## src/can_mbox_flags_map.vh

```
// Contract
// Transmit flag bits 15..9 are mailboxes 7..1, bits 7..0 are mailboxes 15..8.
// Bit 8 of cancel, transmit-done and abort-done reads zero; software writes zero.
// Writing one to a cancel bit cancels that mailbox's pending transmission.
// Cancel bit self-clears once the transmit-wait bit has been cleared.
// Transmit-done flag sets on normal transmission, clears only by writing one.
// Abort-done flag sets on completed cancellation, clears only by writing one.
// Receive-done flag sets on data or remote frame reception, cleared by writing one.
// Remote-request flag sets on remote frame reception, cleared by writing one.
// A remote frame sets both remote-request and receive-done flags together.
// Receive registers use all 16 bits; mailbox 0 sits at bit 8.
// All five flag registers read zero after reset.
// Each register is 16 bits wide, readable and writable.
// Transmit-wait clears on transmission completion or cancellation completion.
// Receive summary flag sets on unmasked reception, clears when unmasked receive bits clear.
// Remote summary flag sets on unmasked remote reception, clears when remote bits clear.
// Per pending message exactly one of transmit-done or abort-done is set.
// Hardware set wins over a same-cycle software write-one clear.
`ifndef CAN_MBOX_FLAGS_MAP_VH
`define CAN_MBOX_FLAGS_MAP_VH

// Word offsets on the register bus
`define OFS_CANCEL 4'h0
`define OFS_TX_DONE 4'h1
`define OFS_ABORT_DONE 4'h2
`define OFS_RX_DONE 4'h3
`define OFS_REMOTE 4'h4
`define OFS_WAIT_VIEW 4'h5
`define OFS_MBOX_MASK 4'h6
`define OFS_IRQ_STATUS 4'h7
`define OFS_IRQ_MASK 4'h8
`define OFS_SUMMARY 4'h9

// Mailbox 0 has no transmit function: bit 8 reserved
`define TX_BIT_MASK 16'hfeff
`define FLAGS_RESET 16'h0000

// Interrupt status bit positions
`define IRQ_TX_DONE 0
`define IRQ_ABORT_DONE 1
`define IRQ_RX_DONE 2
`define IRQ_REMOTE 3
`define IRQ_BITS 4
`define IRQ_RESET 4'h0

// Summary register bit positions
`define SUM_RX 0
`define SUM_REMOTE 1

`endif

```

## src/can_mailbox_tx_rx_status.v

```verilog
// The address map and the Avalon-MM register port were left to the implementer.
`timescale 1ns/1ps
`include "can_mbox_flags_map.vh"

module can_mailbox_tx_rx_status #(
   parameter NUM_MBOX = 16
) (
   input wire i_clk,
   input wire i_srst,
   // Avalon-MM slave, word addressed
   input wire [3:0] i_avs_address,
   input wire i_avs_read,
   input wire i_avs_write,
   input wire [31:0] i_avs_writedata,
   input wire [3:0] i_avs_byteenable,
   output reg [31:0] o_avs_readdata,
   output reg o_avs_waitrequest,
   // Protocol engine side, indexed by mailbox number
   input wire [NUM_MBOX-1:0] i_tx_wait,
   input wire [NUM_MBOX-1:0] i_tx_sent,
   input wire [NUM_MBOX-1:0] i_rx_data,
   input wire [NUM_MBOX-1:0] i_rx_remote,
   output reg [NUM_MBOX-1:0] o_wait_clear,
   output reg o_receive_message_irq_flag,
   output reg o_remote_request_irq_flag,
   output reg o_irq
);

   // Flag registers kept in software bit order
   reg [15:0] cancel_q;
   reg [15:0] cancel_d;
   reg [15:0] tx_done_q;
   reg [15:0] tx_done_d;
   reg [15:0] abort_done_q;
   reg [15:0] abort_done_d;
   reg [15:0] rx_done_q;
   reg [15:0] rx_done_d;
   reg [15:0] remote_q;
   reg [15:0] remote_d;
   reg [15:0] mbox_mask_q;
   reg [15:0] mbox_mask_d;
   reg [`IRQ_BITS-1:0] irq_stat_q;
   reg [`IRQ_BITS-1:0] irq_stat_d;
   reg [`IRQ_BITS-1:0] irq_mask_q;
   reg [`IRQ_BITS-1:0] irq_mask_d;
   reg [31:0] rdata_d;

   // Engine inputs swapped into register bit order
   wire [15:0] wait_r;
   wire [15:0] sent_r;
   wire [15:0] rxd_r;
   wire [15:0] rxr_r;

   // Bus qualifiers
   wire rd_take;
   wire wr_take;
   wire [15:0] wmask;
   wire [15:0] wdata;
   wire [15:0] w1;

   // Hardware events
   wire [15:0] abort_evt;
   wire [15:0] cancel_set;
   wire [15:0] rx_evt;
   wire [15:0] rx_unmasked;
   wire [15:0] rem_unmasked;
   wire [`IRQ_BITS-1:0] irq_evt;

   // Per-bit swap: bit b holds mailbox (b+8) mod 16
   genvar b;
   generate
      for (b = 0; b < 16; b = b + 1) begin : g_swap
         assign wait_r[b] = i_tx_wait[(b + 8) % 16];
         assign sent_r[b] = i_tx_sent[(b + 8) % 16];
         assign rxd_r[b] = i_rx_data[(b + 8) % 16];
         assign rxr_r[b] = i_rx_remote[(b + 8) % 16];
      end
   endgenerate

   // One wait state: access commits where waitrequest is low
   assign rd_take = i_avs_read & ~o_avs_waitrequest;
   assign wr_take = i_avs_write & ~o_avs_waitrequest;
   assign wmask = {{8{i_avs_byteenable[1]}}, {8{i_avs_byteenable[0]}}};
   assign wdata = i_avs_writedata[15:0] & wmask;
   assign w1 = wr_take ? wdata : 16'h0000;

   // Cancel only takes on a mailbox that is actually waiting
   assign cancel_set = (i_avs_address == `OFS_CANCEL) ? (w1 & wait_r & `TX_BIT_MASK) : 16'h0000;

   // Cancellation done when wait drops without a send in the same cycle
   assign abort_evt = cancel_q & ~wait_r & ~sent_r & `TX_BIT_MASK;

   // Remote frames count as receptions too
   assign rx_evt = rxd_r | rxr_r;
   assign rx_unmasked = rx_evt & ~mbox_mask_q;
   assign rem_unmasked = rxr_r & ~mbox_mask_q;

   assign irq_evt[`IRQ_TX_DONE] = |(sent_r & `TX_BIT_MASK);
   assign irq_evt[`IRQ_ABORT_DONE] = |abort_evt;
   assign irq_evt[`IRQ_RX_DONE] = |rx_unmasked;
   assign irq_evt[`IRQ_REMOTE] = |rem_unmasked;

   // Next state of all flags; set beats a same-cycle clear
   always @* begin
      cancel_d = cancel_q;
      tx_done_d = tx_done_q;
      abort_done_d = abort_done_q;
      rx_done_d = rx_done_q;
      remote_d = remote_q;
      mbox_mask_d = mbox_mask_q;
      irq_stat_d = irq_stat_q;
      irq_mask_d = irq_mask_q;
      // Cancel self-clears once transmit-wait has gone
      cancel_d = ((cancel_q & wait_r) | cancel_set) & `TX_BIT_MASK;
      if (i_avs_address == `OFS_TX_DONE) begin
         tx_done_d = tx_done_q & ~w1;
      end
      tx_done_d = (tx_done_d | sent_r) & `TX_BIT_MASK;
      if (i_avs_address == `OFS_ABORT_DONE) begin
         abort_done_d = abort_done_q & ~w1;
      end
      abort_done_d = (abort_done_d | abort_evt) & `TX_BIT_MASK;
      if (i_avs_address == `OFS_RX_DONE) begin
         rx_done_d = rx_done_q & ~w1;
      end
      rx_done_d = rx_done_d | rx_evt;
      if (i_avs_address == `OFS_REMOTE) begin
         remote_d = remote_q & ~w1;
      end
      remote_d = remote_d | rxr_r;
      if (wr_take && i_avs_address == `OFS_MBOX_MASK) begin
         mbox_mask_d = (mbox_mask_q & ~wmask) | wdata;
      end
      if (i_avs_address == `OFS_IRQ_STATUS) begin
         irq_stat_d = irq_stat_q & ~w1[`IRQ_BITS-1:0];
      end
      irq_stat_d = irq_stat_d | irq_evt;
      if (wr_take && i_avs_address == `OFS_IRQ_MASK) begin
         irq_mask_d = (irq_mask_q & ~wmask[`IRQ_BITS-1:0]) | wdata[`IRQ_BITS-1:0];
      end
   end

   // Read mux, unmapped words read zero
   always @* begin
      rdata_d = 32'h00000000;
      if (i_avs_address == `OFS_CANCEL) begin
         rdata_d[15:0] = cancel_q & `TX_BIT_MASK;
      end else if (i_avs_address == `OFS_TX_DONE) begin
         rdata_d[15:0] = tx_done_q & `TX_BIT_MASK;
      end else if (i_avs_address == `OFS_ABORT_DONE) begin
         rdata_d[15:0] = abort_done_q & `TX_BIT_MASK;
      end else if (i_avs_address == `OFS_RX_DONE) begin
         rdata_d[15:0] = rx_done_q;
      end else if (i_avs_address == `OFS_REMOTE) begin
         rdata_d[15:0] = remote_q;
      end else if (i_avs_address == `OFS_WAIT_VIEW) begin
         rdata_d[15:0] = wait_r & `TX_BIT_MASK;
      end else if (i_avs_address == `OFS_MBOX_MASK) begin
         rdata_d[15:0] = mbox_mask_q;
      end else if (i_avs_address == `OFS_IRQ_STATUS) begin
         rdata_d[`IRQ_BITS-1:0] = irq_stat_q;
      end else if (i_avs_address == `OFS_IRQ_MASK) begin
         rdata_d[`IRQ_BITS-1:0] = irq_mask_q;
      end else if (i_avs_address == `OFS_SUMMARY) begin
         rdata_d[`SUM_RX] = o_receive_message_irq_flag;
         rdata_d[`SUM_REMOTE] = o_remote_request_irq_flag;
      end
   end

   // Flag and mask state
   always @(posedge i_clk) begin
      if (i_srst) begin
         cancel_q <= `FLAGS_RESET;
         tx_done_q <= `FLAGS_RESET;
         abort_done_q <= `FLAGS_RESET;
         rx_done_q <= `FLAGS_RESET;
         remote_q <= `FLAGS_RESET;
         mbox_mask_q <= `FLAGS_RESET;
         irq_stat_q <= `IRQ_RESET;
         irq_mask_q <= `IRQ_RESET;
      end else begin
         cancel_q <= cancel_d;
         tx_done_q <= tx_done_d;
         abort_done_q <= abort_done_d;
         rx_done_q <= rx_done_d;
         remote_q <= remote_d;
         mbox_mask_q <= mbox_mask_d;
         irq_stat_q <= irq_stat_d;
         irq_mask_q <= irq_mask_d;
      end
   end

   // Bus handshake: drop waitrequest for exactly one cycle per request
   always @(posedge i_clk) begin
      if (i_srst) begin
         o_avs_waitrequest <= 1'b1;
         o_avs_readdata <= 32'h00000000;
      end else begin
         o_avs_waitrequest <= ~((i_avs_read | i_avs_write) & o_avs_waitrequest);
         if (i_avs_read && o_avs_waitrequest) begin
            o_avs_readdata <= rdata_d; // Captured one edge before it is taken
         end
      end
   end

   // Engine and interrupt outputs, all registered
   always @(posedge i_clk) begin
      if (i_srst) begin
         o_wait_clear <= {NUM_MBOX{1'b0}};
         o_receive_message_irq_flag <= 1'b0;
         o_remote_request_irq_flag <= 1'b0;
         o_irq <= 1'b0;
      end else begin
         // Asks the engine to drop transmit-wait while cancel is pending
         o_wait_clear <= {cancel_d[7:0], cancel_d[15:8]} & i_tx_wait;
         if (|rx_unmasked) begin
            o_receive_message_irq_flag <= 1'b1;
         end else if ((rx_done_d & ~mbox_mask_d) == 16'h0000) begin
            o_receive_message_irq_flag <= 1'b0;
         end
         if (|rem_unmasked) begin
            o_remote_request_irq_flag <= 1'b1;
         end else if (remote_d == 16'h0000) begin
            o_remote_request_irq_flag <= 1'b0;
         end
         o_irq <= |(irq_stat_d & irq_mask_d);
      end
   end

endmodule // can_mailbox_tx_rx_status

```

## config.mk

```make
export PLATFORM = sky130hd
export DESIGN_NAME = can_mailbox_tx_rx_status
export DESIGN_NICKNAME = d
export VERILOG_FILES = /design/src/can_mailbox_tx_rx_status.v
export VERILOG_INCLUDE_DIRS = /design/src
export SDC_FILE = /design/constraint.sdc
export NUM_CORES = 1
export LEC_CHECK = 0
export ABC_AREA = 0
export CAP_MARGIN = 15
export CORE_MARGIN = 5
export CORE_UTILIZATION = 25
export DETAILED_ROUTE_END_ITERATION = 7
export DONT_BUFFER_PORTS = 1
export SYNTH_ARGS = -nofsm -noshare
export SYNTH_HDL_FRONTEND = slang
export SYNTH_SLANG_ARGS = --single-unit
export TNS_END_PERCENT = 100
```

## constraint.sdc

```tcl
create_clock -name i_clk -period 2.8 [get_ports i_clk]
set_input_delay 0.28 -clock i_clk [delete_from_list [all_inputs] [get_ports i_clk]]
set_output_delay 0.28 -clock i_clk [all_outputs]
set_load 0.01 [all_outputs]
```

==> metrics.md, run 1 <==
| Metric | Value |
|---|---|
| Ratio of cells with drive above 1 in the final layout | 8.242% |
| Estimated wirelength of the detail-placed design | approximately 19,000 um |
| Worst min-delay path class | input pin to flop |
| Number of hold violations in the final report | 0 |
| Peak supply drop | just under 0.3 mV |
| Share of the core filled with cells | 30.75% |
| Worst Setup Slack post-DPL | ~0.40 ns |
| Largest area contributor in the netlist | dfxtp_1 |
| Post-Synth XOR/XNOR Area | 0% |
| Number of antenna diodes | 0 |
| Cell with the biggest individual delay on the critical path | a2111oi_1 |
| Critical Path AT | 2.77 ns |
| Cell breakdown of the critical path | and3b_1, buf_4, nand3_1, a2111oi_1, nand4_1, o31ai_1, a21oi_1 |
| CTS Sinks | between 100 and 150 |
| Period minus WS final | approximately 2.5 ns |
| Number of vias per cell | approximately 5.4 |
| WHS Path Cells | 1 |
| Worst slew pin tran | slightly below 0.8 ns |
| First-pass GRT wire length | 38,290 um |
| Area of the core | 0.02584 mm^2 |
| Netlist area before placement | between 0.006 and 0.007 mm^2 |
| Count of input and output buffers | 0 |
| Dominant cells by area after synthesis | dfxtp_1, nor2_1, a21oi_1, o211a_1, nand2_1 |
| Reg-to-reg setup timing slack | 0.34 ns |
| Post-route DRC | 0 |
| Share of power burned in combinational logic | 8.3% |
| Last weighted congestion value of the routability-driven placer | 0.9051 |
| Relative slew slack | 47.92% |
| Die width | 171.2 um |
| Number of top-level design ports | 160 |
| Total die area | 0.02930 mm^2 |
| Final setup violation count | 0 |
| Synth warnings | 0 |
| Fraction of post-synthesis cell area in the top cell type by area | 41.93% |
| Fraction of registers with async set/reset | 0% |
| Net load switching power | 0.001207 W |
| Crit-path max cell delay | between 0.5 and 0.6 ns |
| Biggest fanout along the worst timing path | 12 |
| Clock transition at the registers of the reported paths | 0.06 ns |
| Share of synthesized cell area in and, or, nand and nor gates | 20.19% |
| Clock insertion delay at the later pin of the skew report | 0.44 ns |
| TritonRoute pass-1 iters | 8 |
| Depth of the CTS H-tree | 4 |
| PwrDens | 584.7 mW/mm^2 |
| FF-to-FF End | o_remote_request_irq_flag$_SDFFE_PP0P_ |
| Total setup buffers inserted after CTS | 0 |
| Share of cell area taken by muxes after synthesis | 4.008% |
| Floorplan row count | 59 |
| Number of instances in the synthesized netlist | a little under 800 |
| Hold Path Origin | i_tx_wait[5] |
| Lkg Pwr | 3.160 nW |
| Post-detailed-routing wire length | roughly 26,000 um |
| Cell type group with the largest total delay on the critical path | compound AO/OA/AOI/OAI gates |
| Combinational family with the most area after synthesis | compound AO/OA/AOI/OAI gates |
| Count of final max-slew check failures | 0 |
| Via count of the first global-routing pass | 6,031 |
| Int Pwr | 0.003438 W |
| Total routing usage reported by global routing | 17.71% |
| Result of the run | finished clean |
| Most used flip-flop cell after synthesis | dfxtp_1 |
| Final-layout setup total negative slack | 0 ns |
| Area grow syn2layout | 22.33% |
| Clk pwr share | between 40% and 50% |
| CTS tree | yes |
| Detail Route Antenna Nets | 0 |
| Number of antenna violations at the first check in global routing | 0 |
| Capturing element type of the critical path | flop |
| Register bit count reported by yosys | roughly 140 |
| Final setup margin | 0.3380 ns |
| Unrepaired setup endpoints after global routing | false |
| Mean Syn Cell Area | 8.444 um^2 |
| Launch instance of the worst register-to-register path | o_avs_waitrequest$_SDFF_PP1_ |
| Pin count of the biggest net entering global routing | 85 |
| Part of the total power dissipated in sequential elements | 44.2% |
| Max-capacitance violation count | 0 |
| Most frequently used cell type in the post-synthesis netlist | dfxtp_1 |
| Bufs and invs on worst path | 1 |
| Overall die height | 171.2 um |
| Fraction of the mapped netlist area in compound gates | 27.15% |
| Maximum number of buffers from clock root to sink | 2 |
| Maximum clock skew at final layout | 0.008404 ns |
| Synth unique cells | 62 |
| Number of fillers in the final layout | 2,737 |
| Post-DR wirelength/cell | about 23 um |
| Area share of fa/ha/maj cells after synthesis | 0% |
| Min-Delay Endpoint | o_wait_clear[5]$_SDFF_PP0_ |
| Part of the Yosys area used for sequential elements | 41.93% |
| Total number of vias | 6,244 |
| Final nets | 920 |
| Max Fclk | 406.2 MHz |
| Worst setup path category | flop to flop |
| Overflow left after global routing | 0 |
| Switching part of the total power | ~26% |
| EDFF count, synth | 0 |
| Top post-synthesis cells by count | dfxtp_1, nor2_1, a21oi_1 |
| Number of CTS-inserted buffers | 17 |
| Cell at the root of the clock tree | clkbuf_16 |
| Share of the cycle needed by the critical path after routing | 87.93% |
| Startpoint type of the worst setup path | flop |
| Data required time of the critical path | 3.11 ns |
| Final Power | approximately 0.0046 W |
| Initial Util | 25.13% |
| R2R cell count | 7 |
| Initial drt markers | 653 |
metal layers:
metal	GRT usage [%]	vias up	part of all wire [%]
met3	7.140	54	12
met1	21.28	2997	38
li1	-	2871	-
met2	28.31	322	47
met5	0	-	0
met4	7.062	0	3.4
state kept, by name (all words and copies together), names as in the netlist, 4 cells and up:
name	flops
mbox_mask_q	16
abort_done_q	15
cancel_q	15
irq_mask_q	4
remote_q	16
tx_done_q	15
o_avs_readdata	16
o_wait_clear	15
rx_done_q	16
irq_stat_q	4
layout by cell type (no fill, tap or decap), types with 5 or more instances in the layout:
cell and n:
o2111ai_1 10, nand4_1 7, a22oi_1 5, nand2_1 53, a222oi_1 8, clkinvlp_4 5
o22a_1 7, nand2b_1 6, a21oi_1 63, buf_4 15, conb_1 17, nor3b_1 7
inv_1 28, nor3_1 6, nor4_1 7, a2111oi_0 7, nor2_1 90, nor2b_1 16
o21bai_1 14, a31oi_1 12, dfxtp_1 136, nand3_1 33, o22ai_1 14, dlygate4sd3_1 56
mux2i_1 8, o211a_1 26, mux2_2 16, and2_1 22, clkbuf_16 17, o21ai_0 36
o21a_1 10, a211oi_1 11
worst max path at each step:
stage                     slack (ns)  cells past startpoint                    startpoint                                endpoint
after floorplan                 0.68                      8              i_avs_address[1]  o_remote_request_irq_flag$_SDFFE_PP0P_
after global placement          0.48                      7  o_avs_waitrequest$_SDFF_PP1_  o_remote_request_irq_flag$_SDFFE_PP0P_
after detailed placement        0.40                      7  o_avs_waitrequest$_SDFF_PP1_  o_remote_request_irq_flag$_SDFFE_PP0P_
after CTS                       0.35                      7  o_avs_waitrequest$_SDFF_PP1_  o_remote_request_irq_flag$_SDFFE_PP0P_
after global routing            0.16                      7  o_avs_waitrequest$_SDFF_PP1_  o_remote_request_irq_flag$_SDFFE_PP0P_
final                           0.34                      7  o_avs_waitrequest$_SDFF_PP1_  o_remote_request_irq_flag$_SDFFE_PP0P_
power groups by stage:
stage	clock, W	sequential [W]	combinational, W
after detailed placement	0	0.00209	0.000277
after CTS	0.00222	0.00205	0.000382
after global placement	0	0.00209	0.000275
after global routing	0.00231	0.00206	0.000420
final	0.00221	0.00205	0.000386
after floorplan	0	0.00207	0.000254
metrics by stage:
stage / std cells / hold WS (ns) / area [um^2]
after floorplan: 785 / 0.3959 / 6554
after global placement: 1071 / 0.3625 / 6782
after detailed placement: 1071 / 0.3631 / 6782
after CTS: 1160 / 0.001239 / 7944
after global routing: 1160 / 0.0005933 / 7944
final: 1160 / 0.006670 / 7944
repair_timing:
item / in CTS / in global routing
endpoints found under the hold margin: 110 / 0
gates resized for setup: 0 / 0
hold buffers: 57 / 0
cell type report:
type                    count  area, um^2  area share [%]
multi-input cells         555        3398           42.78
repair buffers             73       720.7           9.072
well taps                 335       419.2           5.276
flip-flops and latches    136        2723           34.27
clock buffers              19       452.9           5.702
clock inverters            13       121.4           1.528
inverters                  29       108.9           1.370
cells by family after synthesis:
group,Yosys count
compound gates,250
buf+inv,94
flops,136
mux,24
other cells,1
simple gates,264
Power figures use the tool's default switching activity.
==> run 2, diff against run 1 <==
- CORE_MARGIN: 5 -> 2
==> run 2 against run 1 <==
Clock skew grew 0.0029 ns. Sequential power about the same. Non-clock buffer count increased by 8. Combinational power is 2% higher. Final cell count up 0.34%. Highest routed layer unchanged.
==> metrics.md, run 2 (same netlist as run 1, synthesis figures left out) <==
| Metric | Value |
|---|---|
| Result of the run | finished clean |
| Clock transition at the registers of the reported paths | 0.07 ns |
| Die width | 165.2 um |
| Detail Route Antenna Nets | 0 |
| Floorplan row count | 58 |
| Initial drt markers | 644 |
| Critical Path AT | 2.56 ns |
| Clock insertion delay at the later pin of the skew report | 0.43 ns |
| Total routing usage reported by global routing | between 15 and 20% |
| PwrDens | 608.9 mW/mm^2 |
| Data required time of the critical path | 3.11 ns |
| Max-capacitance violation count | 0 |
| Post-route DRC | 0 |
| Unrepaired setup endpoints after global routing | false |
| TritonRoute pass-1 iters | 6 |
| Number of top-level design ports | 160 |
| Number of CTS-inserted buffers | 17 |
| Overall die height | 165.2 um |
| Share of the core filled with cells | roughly a third |
| Overflow left after global routing | 0 |
| Post-DR wirelength/cell | 22.55 um |
| Last weighted congestion value of the routability-driven placer | 0.9187 |
| Number of hold violations in the final report | 0 |
| Cell at the root of the clock tree | clkbuf_16 |
| Number of antenna violations at the first check in global routing | 1 |
| Area grow syn2layout | 24.07% |
| Final Power | 0.004906 W |
| Min-Delay Endpoint | tx_done_q[12]$_SDFF_PP0_ |
| Final setup violation count | 0 |
| Count of final max-slew check failures | 0 |
| Area of the core | 0.02533 mm^2 |
| Worst min-delay path class | input pin to flop |
| Hold Path Origin | i_tx_sent[4] |
| WHS Path Cells | 2 |
| Startpoint type of the worst setup path | flop |
| Biggest fanout along the worst timing path | 22 |
| Worst slew pin tran | 0.6483 ns |
| Post-detailed-routing wire length | about 26,000 um |
| Number of vias per cell | 5.477 |
| Maximum clock skew at final layout | about 0.011 ns |
| R2R cell count | 6 |
| Count of input and output buffers | 0 |
| Share of the cycle needed by the critical path after routing | 80.40% |
| Most frequent cells in the layout | dfxtp_1, nor2_1, a21oi_1, dlygate4sd3_1, nand2_1 |
| Depth of the CTS H-tree | 4 |
| Ratio of cells with drive above 1 in the final layout | 9.004% |
| FF-to-FF End | rx_done_q[3]$_SDFF_PP0_ |
| Reg-to-reg setup timing slack | 0.55 ns |
| Via count of the first global-routing pass | 6,160 |
| Final nets | 928 |
| Lkg Pwr | 3.237 nW |
| Pin count of the biggest net entering global routing | 85 |
| Worst hold margin | just under 0.009 ns |
| Estimated wirelength of the detail-placed design | 18,980 um |
| Max Fclk | 444.2 MHz |
| CTS tree | yes |
| Capturing element type of the critical path | flop |
| Total number of vias | 6,375 |
| First-pass GRT wire length | 38,560 um |
| Final-layout setup total negative slack | 0 ns |
| Launch instance of the worst register-to-register path | o_avs_waitrequest$_SDFF_PP1_ |
| CTS Sinks | 136 |
| Relative slew slack | 56.78% |
| Maximum number of buffers from clock root to sink | 2 |
| Total die area | roughly 0.027 mm^2 |
| Peak supply drop | around 0.34 mV |
| Most frequent standard cell in the layout excluding fill and tap cells | dfxtp_1 |
| Period minus WS final | 2.251 ns |
| Worst setup path category | flop to flop |
| Initial Util | 25.64% |
-- run 2: how the worst max path moves through the flow --
stage / from / end / slack (ns) / depth (start not counted)
after floorplan: i_avs_address[1] / o_remote_request_irq_flag$_SDFFE_PP0P_ / 0.68 / 8
after global placement: i_avs_address[3] / o_remote_request_irq_flag$_SDFFE_PP0P_ / 0.58 / 6
after detailed placement: i_avs_address[3] / o_remote_request_irq_flag$_SDFFE_PP0P_ / 0.55 / 6
after CTS: o_avs_waitrequest$_SDFF_PP1_ / o_remote_request_irq_flag$_SDFFE_PP0P_ / 0.59 / 7
after global routing: o_avs_waitrequest$_SDFF_PP1_ / o_remote_request_irq_flag$_SDFFE_PP0P_ / 0.35 / 7
final: o_avs_waitrequest$_SDFF_PP1_ / rx_done_q[3]$_SDFF_PP0_ / 0.55 / 6
-- run 2: critical path, cell delays in order, from the launching register on --
cell and delay (ns):
dfxtp_1 0.40, and3b_1 0.24, buf_4 0.28, nand3_1 0.13
a211oi_1 0.40, dlygate4sd3_1 0.62, nor2_1 0.04
-- run 2: through the flow --
stage,std cells,setup WS [ns],instance area [um^2]
final,1164,0.5488,8056
after global routing,1163,0.3539,8054
after CTS,1162,0.5874,8044
after detailed placement,1073,0.5477,6815
after global placement,1073,0.5837,6815
after floorplan,785,0.6841,6554
-- run 2: report_power, final --
| part | internal (W) | leakage, nW | total (W) | switching, W |
|---|---|---|---|---|
| logic | 0.000168 | 1.81 | 0.000394 | 0.000226 |
| registers | 0.00200 | 1.12 | 0.00205 | 0.0000513 |
| clock network | 0.00151 | 0.308 | 0.00246 | 0.000948 |
| total | 0.00368 | 3.24 | 0.00491 | 0.00123 |
-- run 2: cell type report --
class | count | area [um^2]
Antenna cell | 1 | 2.502
Tap cell | 330 | 412.9
Clock buffer | 17 | 425.4
Sequential cell | 136 | 2723
Timing Repair Buffer | 81 | 770.7
Clock inverter | 15 | 215.2
Multi-Input combinational cell | 555 | 3398
Inverter | 29 | 108.9
Fill cell | 2664 | 17270
-- run 2: per-layer routing --
layer  vias up  track usage, %  wire length, um
li1       2897               -                -
met1      3124           22.58            10250
met2       299           32.41            12440
met3        55           6.993             2611
met4         0           8.182              940
met5         -               0                0
-- run 2: repair_timing --
action / 4_1_cts / 5_1_grt
buffers inserted: 0 / 0
endpoints found under the setup margin: 0 / 0
hold endpoints to repair: 110 / 1
hold buffers: 57 / 1
resized for setup: 0 / 0
==> run 3, diff against run 2 <==
- clock period: 2.8 -> 2.3 ns (I/O delays scaled with it)
==> run 3 against run 2 <==
Count of clock-buffer cells in the layout unchanged. Non-clock buffer count up 16. Core utilization up 0.61 points. Sequential cell count unchanged. Worst setup slack worse by 0.41 ns. Clock skew about the same. Via count up 0.60%. Global-route usage up 0.18 points. Sequential power up 22%. Critical path depth up 2. Register-to-register slack worse by 0.41 ns. Critical path type unchanged. Largest power group unchanged.
==> metrics.md, run 3 (same netlist as run 1, synthesis figures left out) <==
| Metric | Value |
|---|---|
| Floorplan row count | 58 |
| Cell at the root of the clock tree | clkbuf_16 |
| Final setup violation count | 0 |
| Result of the run | finished clean |
| Post-DR wirelength/cell | 22.56 um |
| Final-layout setup total negative slack | 0 ns |
| Post-route DRC | 0 |
| Unrepaired setup endpoints after global routing | false |
| Ratio of cells with drive above 1 in the final layout | 9.658% |
| Min-Delay Endpoint | abort_done_q[12]$_SDFF_PP0_ |
| Count of final max-slew check failures | 0 |
| PwrDens | around 700 mW/mm^2 |
| Estimated wirelength of the detail-placed design | approximately 19,000 um |
| Max-capacitance violation count | 0 |
| Maximum clock skew at final layout | 0.01131 ns |
| Multi-input gate area | 0.003416 mm^2 |
| Number of hold violations in the final report | 0 |
| Pin count of the biggest net entering global routing | 85 |
| Total routing usage reported by global routing | a little under 20% |
| Worst min-delay path class | input pin to flop |
| Worst setup path category | flop to flop |
| Max Fclk | 463.1 MHz |
| WHS Path Cells | 3 |
| Relative slew slack | roughly 54% |
| Share of the cycle needed by the critical path after routing | a little over nine tenths |
| Number of top-level design ports | 160 |
| Total number of vias | 6,413 |
| Worst slew pin tran | 0.6969 ns |
| Last weighted congestion value of the routability-driven placer | 0.9401 |
| Number of antenna violations at the first check in global routing | 0 |
| Startpoint type of the worst setup path | flop |
| Clock insertion delay at the later pin of the skew report | 0.43 ns |
| Via count of the first global-routing pass | 6,322 |
| Area of the core | 0.02533 mm^2 |
| Total die area | 0.02728 mm^2 |
| Initial Util | about a quarter |
| Data required time of the critical path | 2.61 ns |
| Seq. cell area | 0.002723 mm^2 |
| R2R cell count | 8 |
| Initial drt markers | 662 |
| Depth of the CTS H-tree | 4 |
| Die width | 165.2 um |
| First-pass GRT wire length | approximately 39,000 um |
| Post-detailed-routing wire length | 26,600 um |
| Number of vias per cell | 5.439 |
| Launch instance of the worst register-to-register path | o_avs_waitrequest$_SDFF_PP1_ |
| Final nets | between 900 and 1,000 |
| Biggest fanout along the worst timing path | 25 |
| Most frequent standard cell in the layout excluding fill and tap cells | dfxtp_1 |
| Area grow syn2layout | 26.44% |
| CTS tree | yes |
| Number of antenna diodes | 0 |
| Share of the core filled with cells | about a third |
| Overflow left after global routing | 0 |
| Capturing element type of the critical path | flop |
| Maximum number of buffers from clock root to sink | 2 |
| Period minus WS final | 2.159 ns |
| Overall die height | 165.2 um |
| Clock transition at the registers of the reported paths | around 0.07 ns |
| Number of CTS-inserted buffers | 17 |
| Lkg Pwr | ~3.3 nW |
| Reg-to-reg setup timing slack | 0.14 ns |
| Count of input and output buffers | 0 |
| Hold Path Origin | i_tx_sent[4] |
| Peak supply drop | 0.3861 mV |
| Number of fillers in the final layout | 2,633 |
| FF-to-FF End | o_receive_message_irq_flag$_SDFFE_PP0P_ |
| Total setup buffers inserted after CTS | 0 |
| Detail Route Antenna Nets | 0 |
| Most frequent cells in the layout | dfxtp_1, nor2_1, dlygate4sd3_1, a21oi_1, nand2_1 |
| Critical Path AT | 2.47 ns |
| TritonRoute pass-1 iters | 6 |
| CTS Sinks | approximately 140 |
==> run 3: worst max path at each step <==
stage,startpoint,to,slack (ns),cells past startpoint
final,o_avs_waitrequest$_SDFF_PP1_,o_receive_message_irq_flag$_SDFFE_PP0P_,0.14,8
after global routing,o_avs_waitrequest$_SDFF_PP1_,o_receive_message_irq_flag$_SDFFE_PP0P_,0.002,8
after CTS,o_avs_waitrequest$_SDFF_PP1_,o_receive_message_irq_flag$_SDFFE_PP0P_,0.15,8
after detailed placement,i_avs_address[3],o_remote_request_irq_flag$_SDFFE_PP0P_,0.16,6
after global placement,i_avs_address[3],o_remote_request_irq_flag$_SDFFE_PP0P_,0.15,6
after floorplan,i_avs_address[1],o_remote_request_irq_flag$_SDFFE_PP0P_,0.23,8
==> run 3: area by class of cell <==
type,count,area share (%)
sequential,136,33.16
clock buffer,17,5.181
tap,330,5.029
clock inverter,15,1.905
multi-input combinational,555,41.60
timing repair buffer,97,11.80
inverter,29,1.326
==> run 3: critical path, cell delays in order (launching register included) <==
cell	delay, ns
dfxtp_1	0.44
and3b_1	0.24
buf_12	0.16
nor2b_2	0.17
buf_4	0.17
mux2_2	0.23
o22ai_1	0.09
nor4_1	0.38
a31oi_1	0.12
==> run 3: through the flow <==
stage	std cells	hold WS, ns	cell area [um^2]	worst slack, ns	power [W]
6_report	1179	0.01804	8210	0.1406	0.005751
5_1_grt	1179	0.01950	8210	0.001941	0.005923
4_1_cts	1179	0.001972	8193	0.1533	0.005780
3_5_place_dp	1078	0.3241	6903	0.1624	0.002908
3_3_place_gp	1078	0.3185	6903	0.1484	0.002903
2_1_floorplan	785	0.3459	6554	0.2341	0.002835
==> run 3: per-layer routing <==
metal	global-route usage, %	up-vias	share of wire [%]
met4	8.735	0	3.2
met3	7.293	49	11
met5	0	-	0
met2	31.69	350	47
li1	-	2926	-
met1	23.27	3088	39
==> run 3: what timing repair did <==
item	in CTS	in global routing
resized for setup	0	3
endpoints found under the hold margin	112	0
hold buffers	69	0
endpoints found under the setup margin	0	2
==> run 3: report_power, final <==
group | leakage, nW | internal [W] | total, W | switching (W)
Clock | 0.283 | 0.00153 | 0.00274 | 0.00120
Combinational | 1.91 | 0.000227 | 0.000516 | 0.000290
Sequential | 1.12 | 0.00243 | 0.00250 | 0.0000615
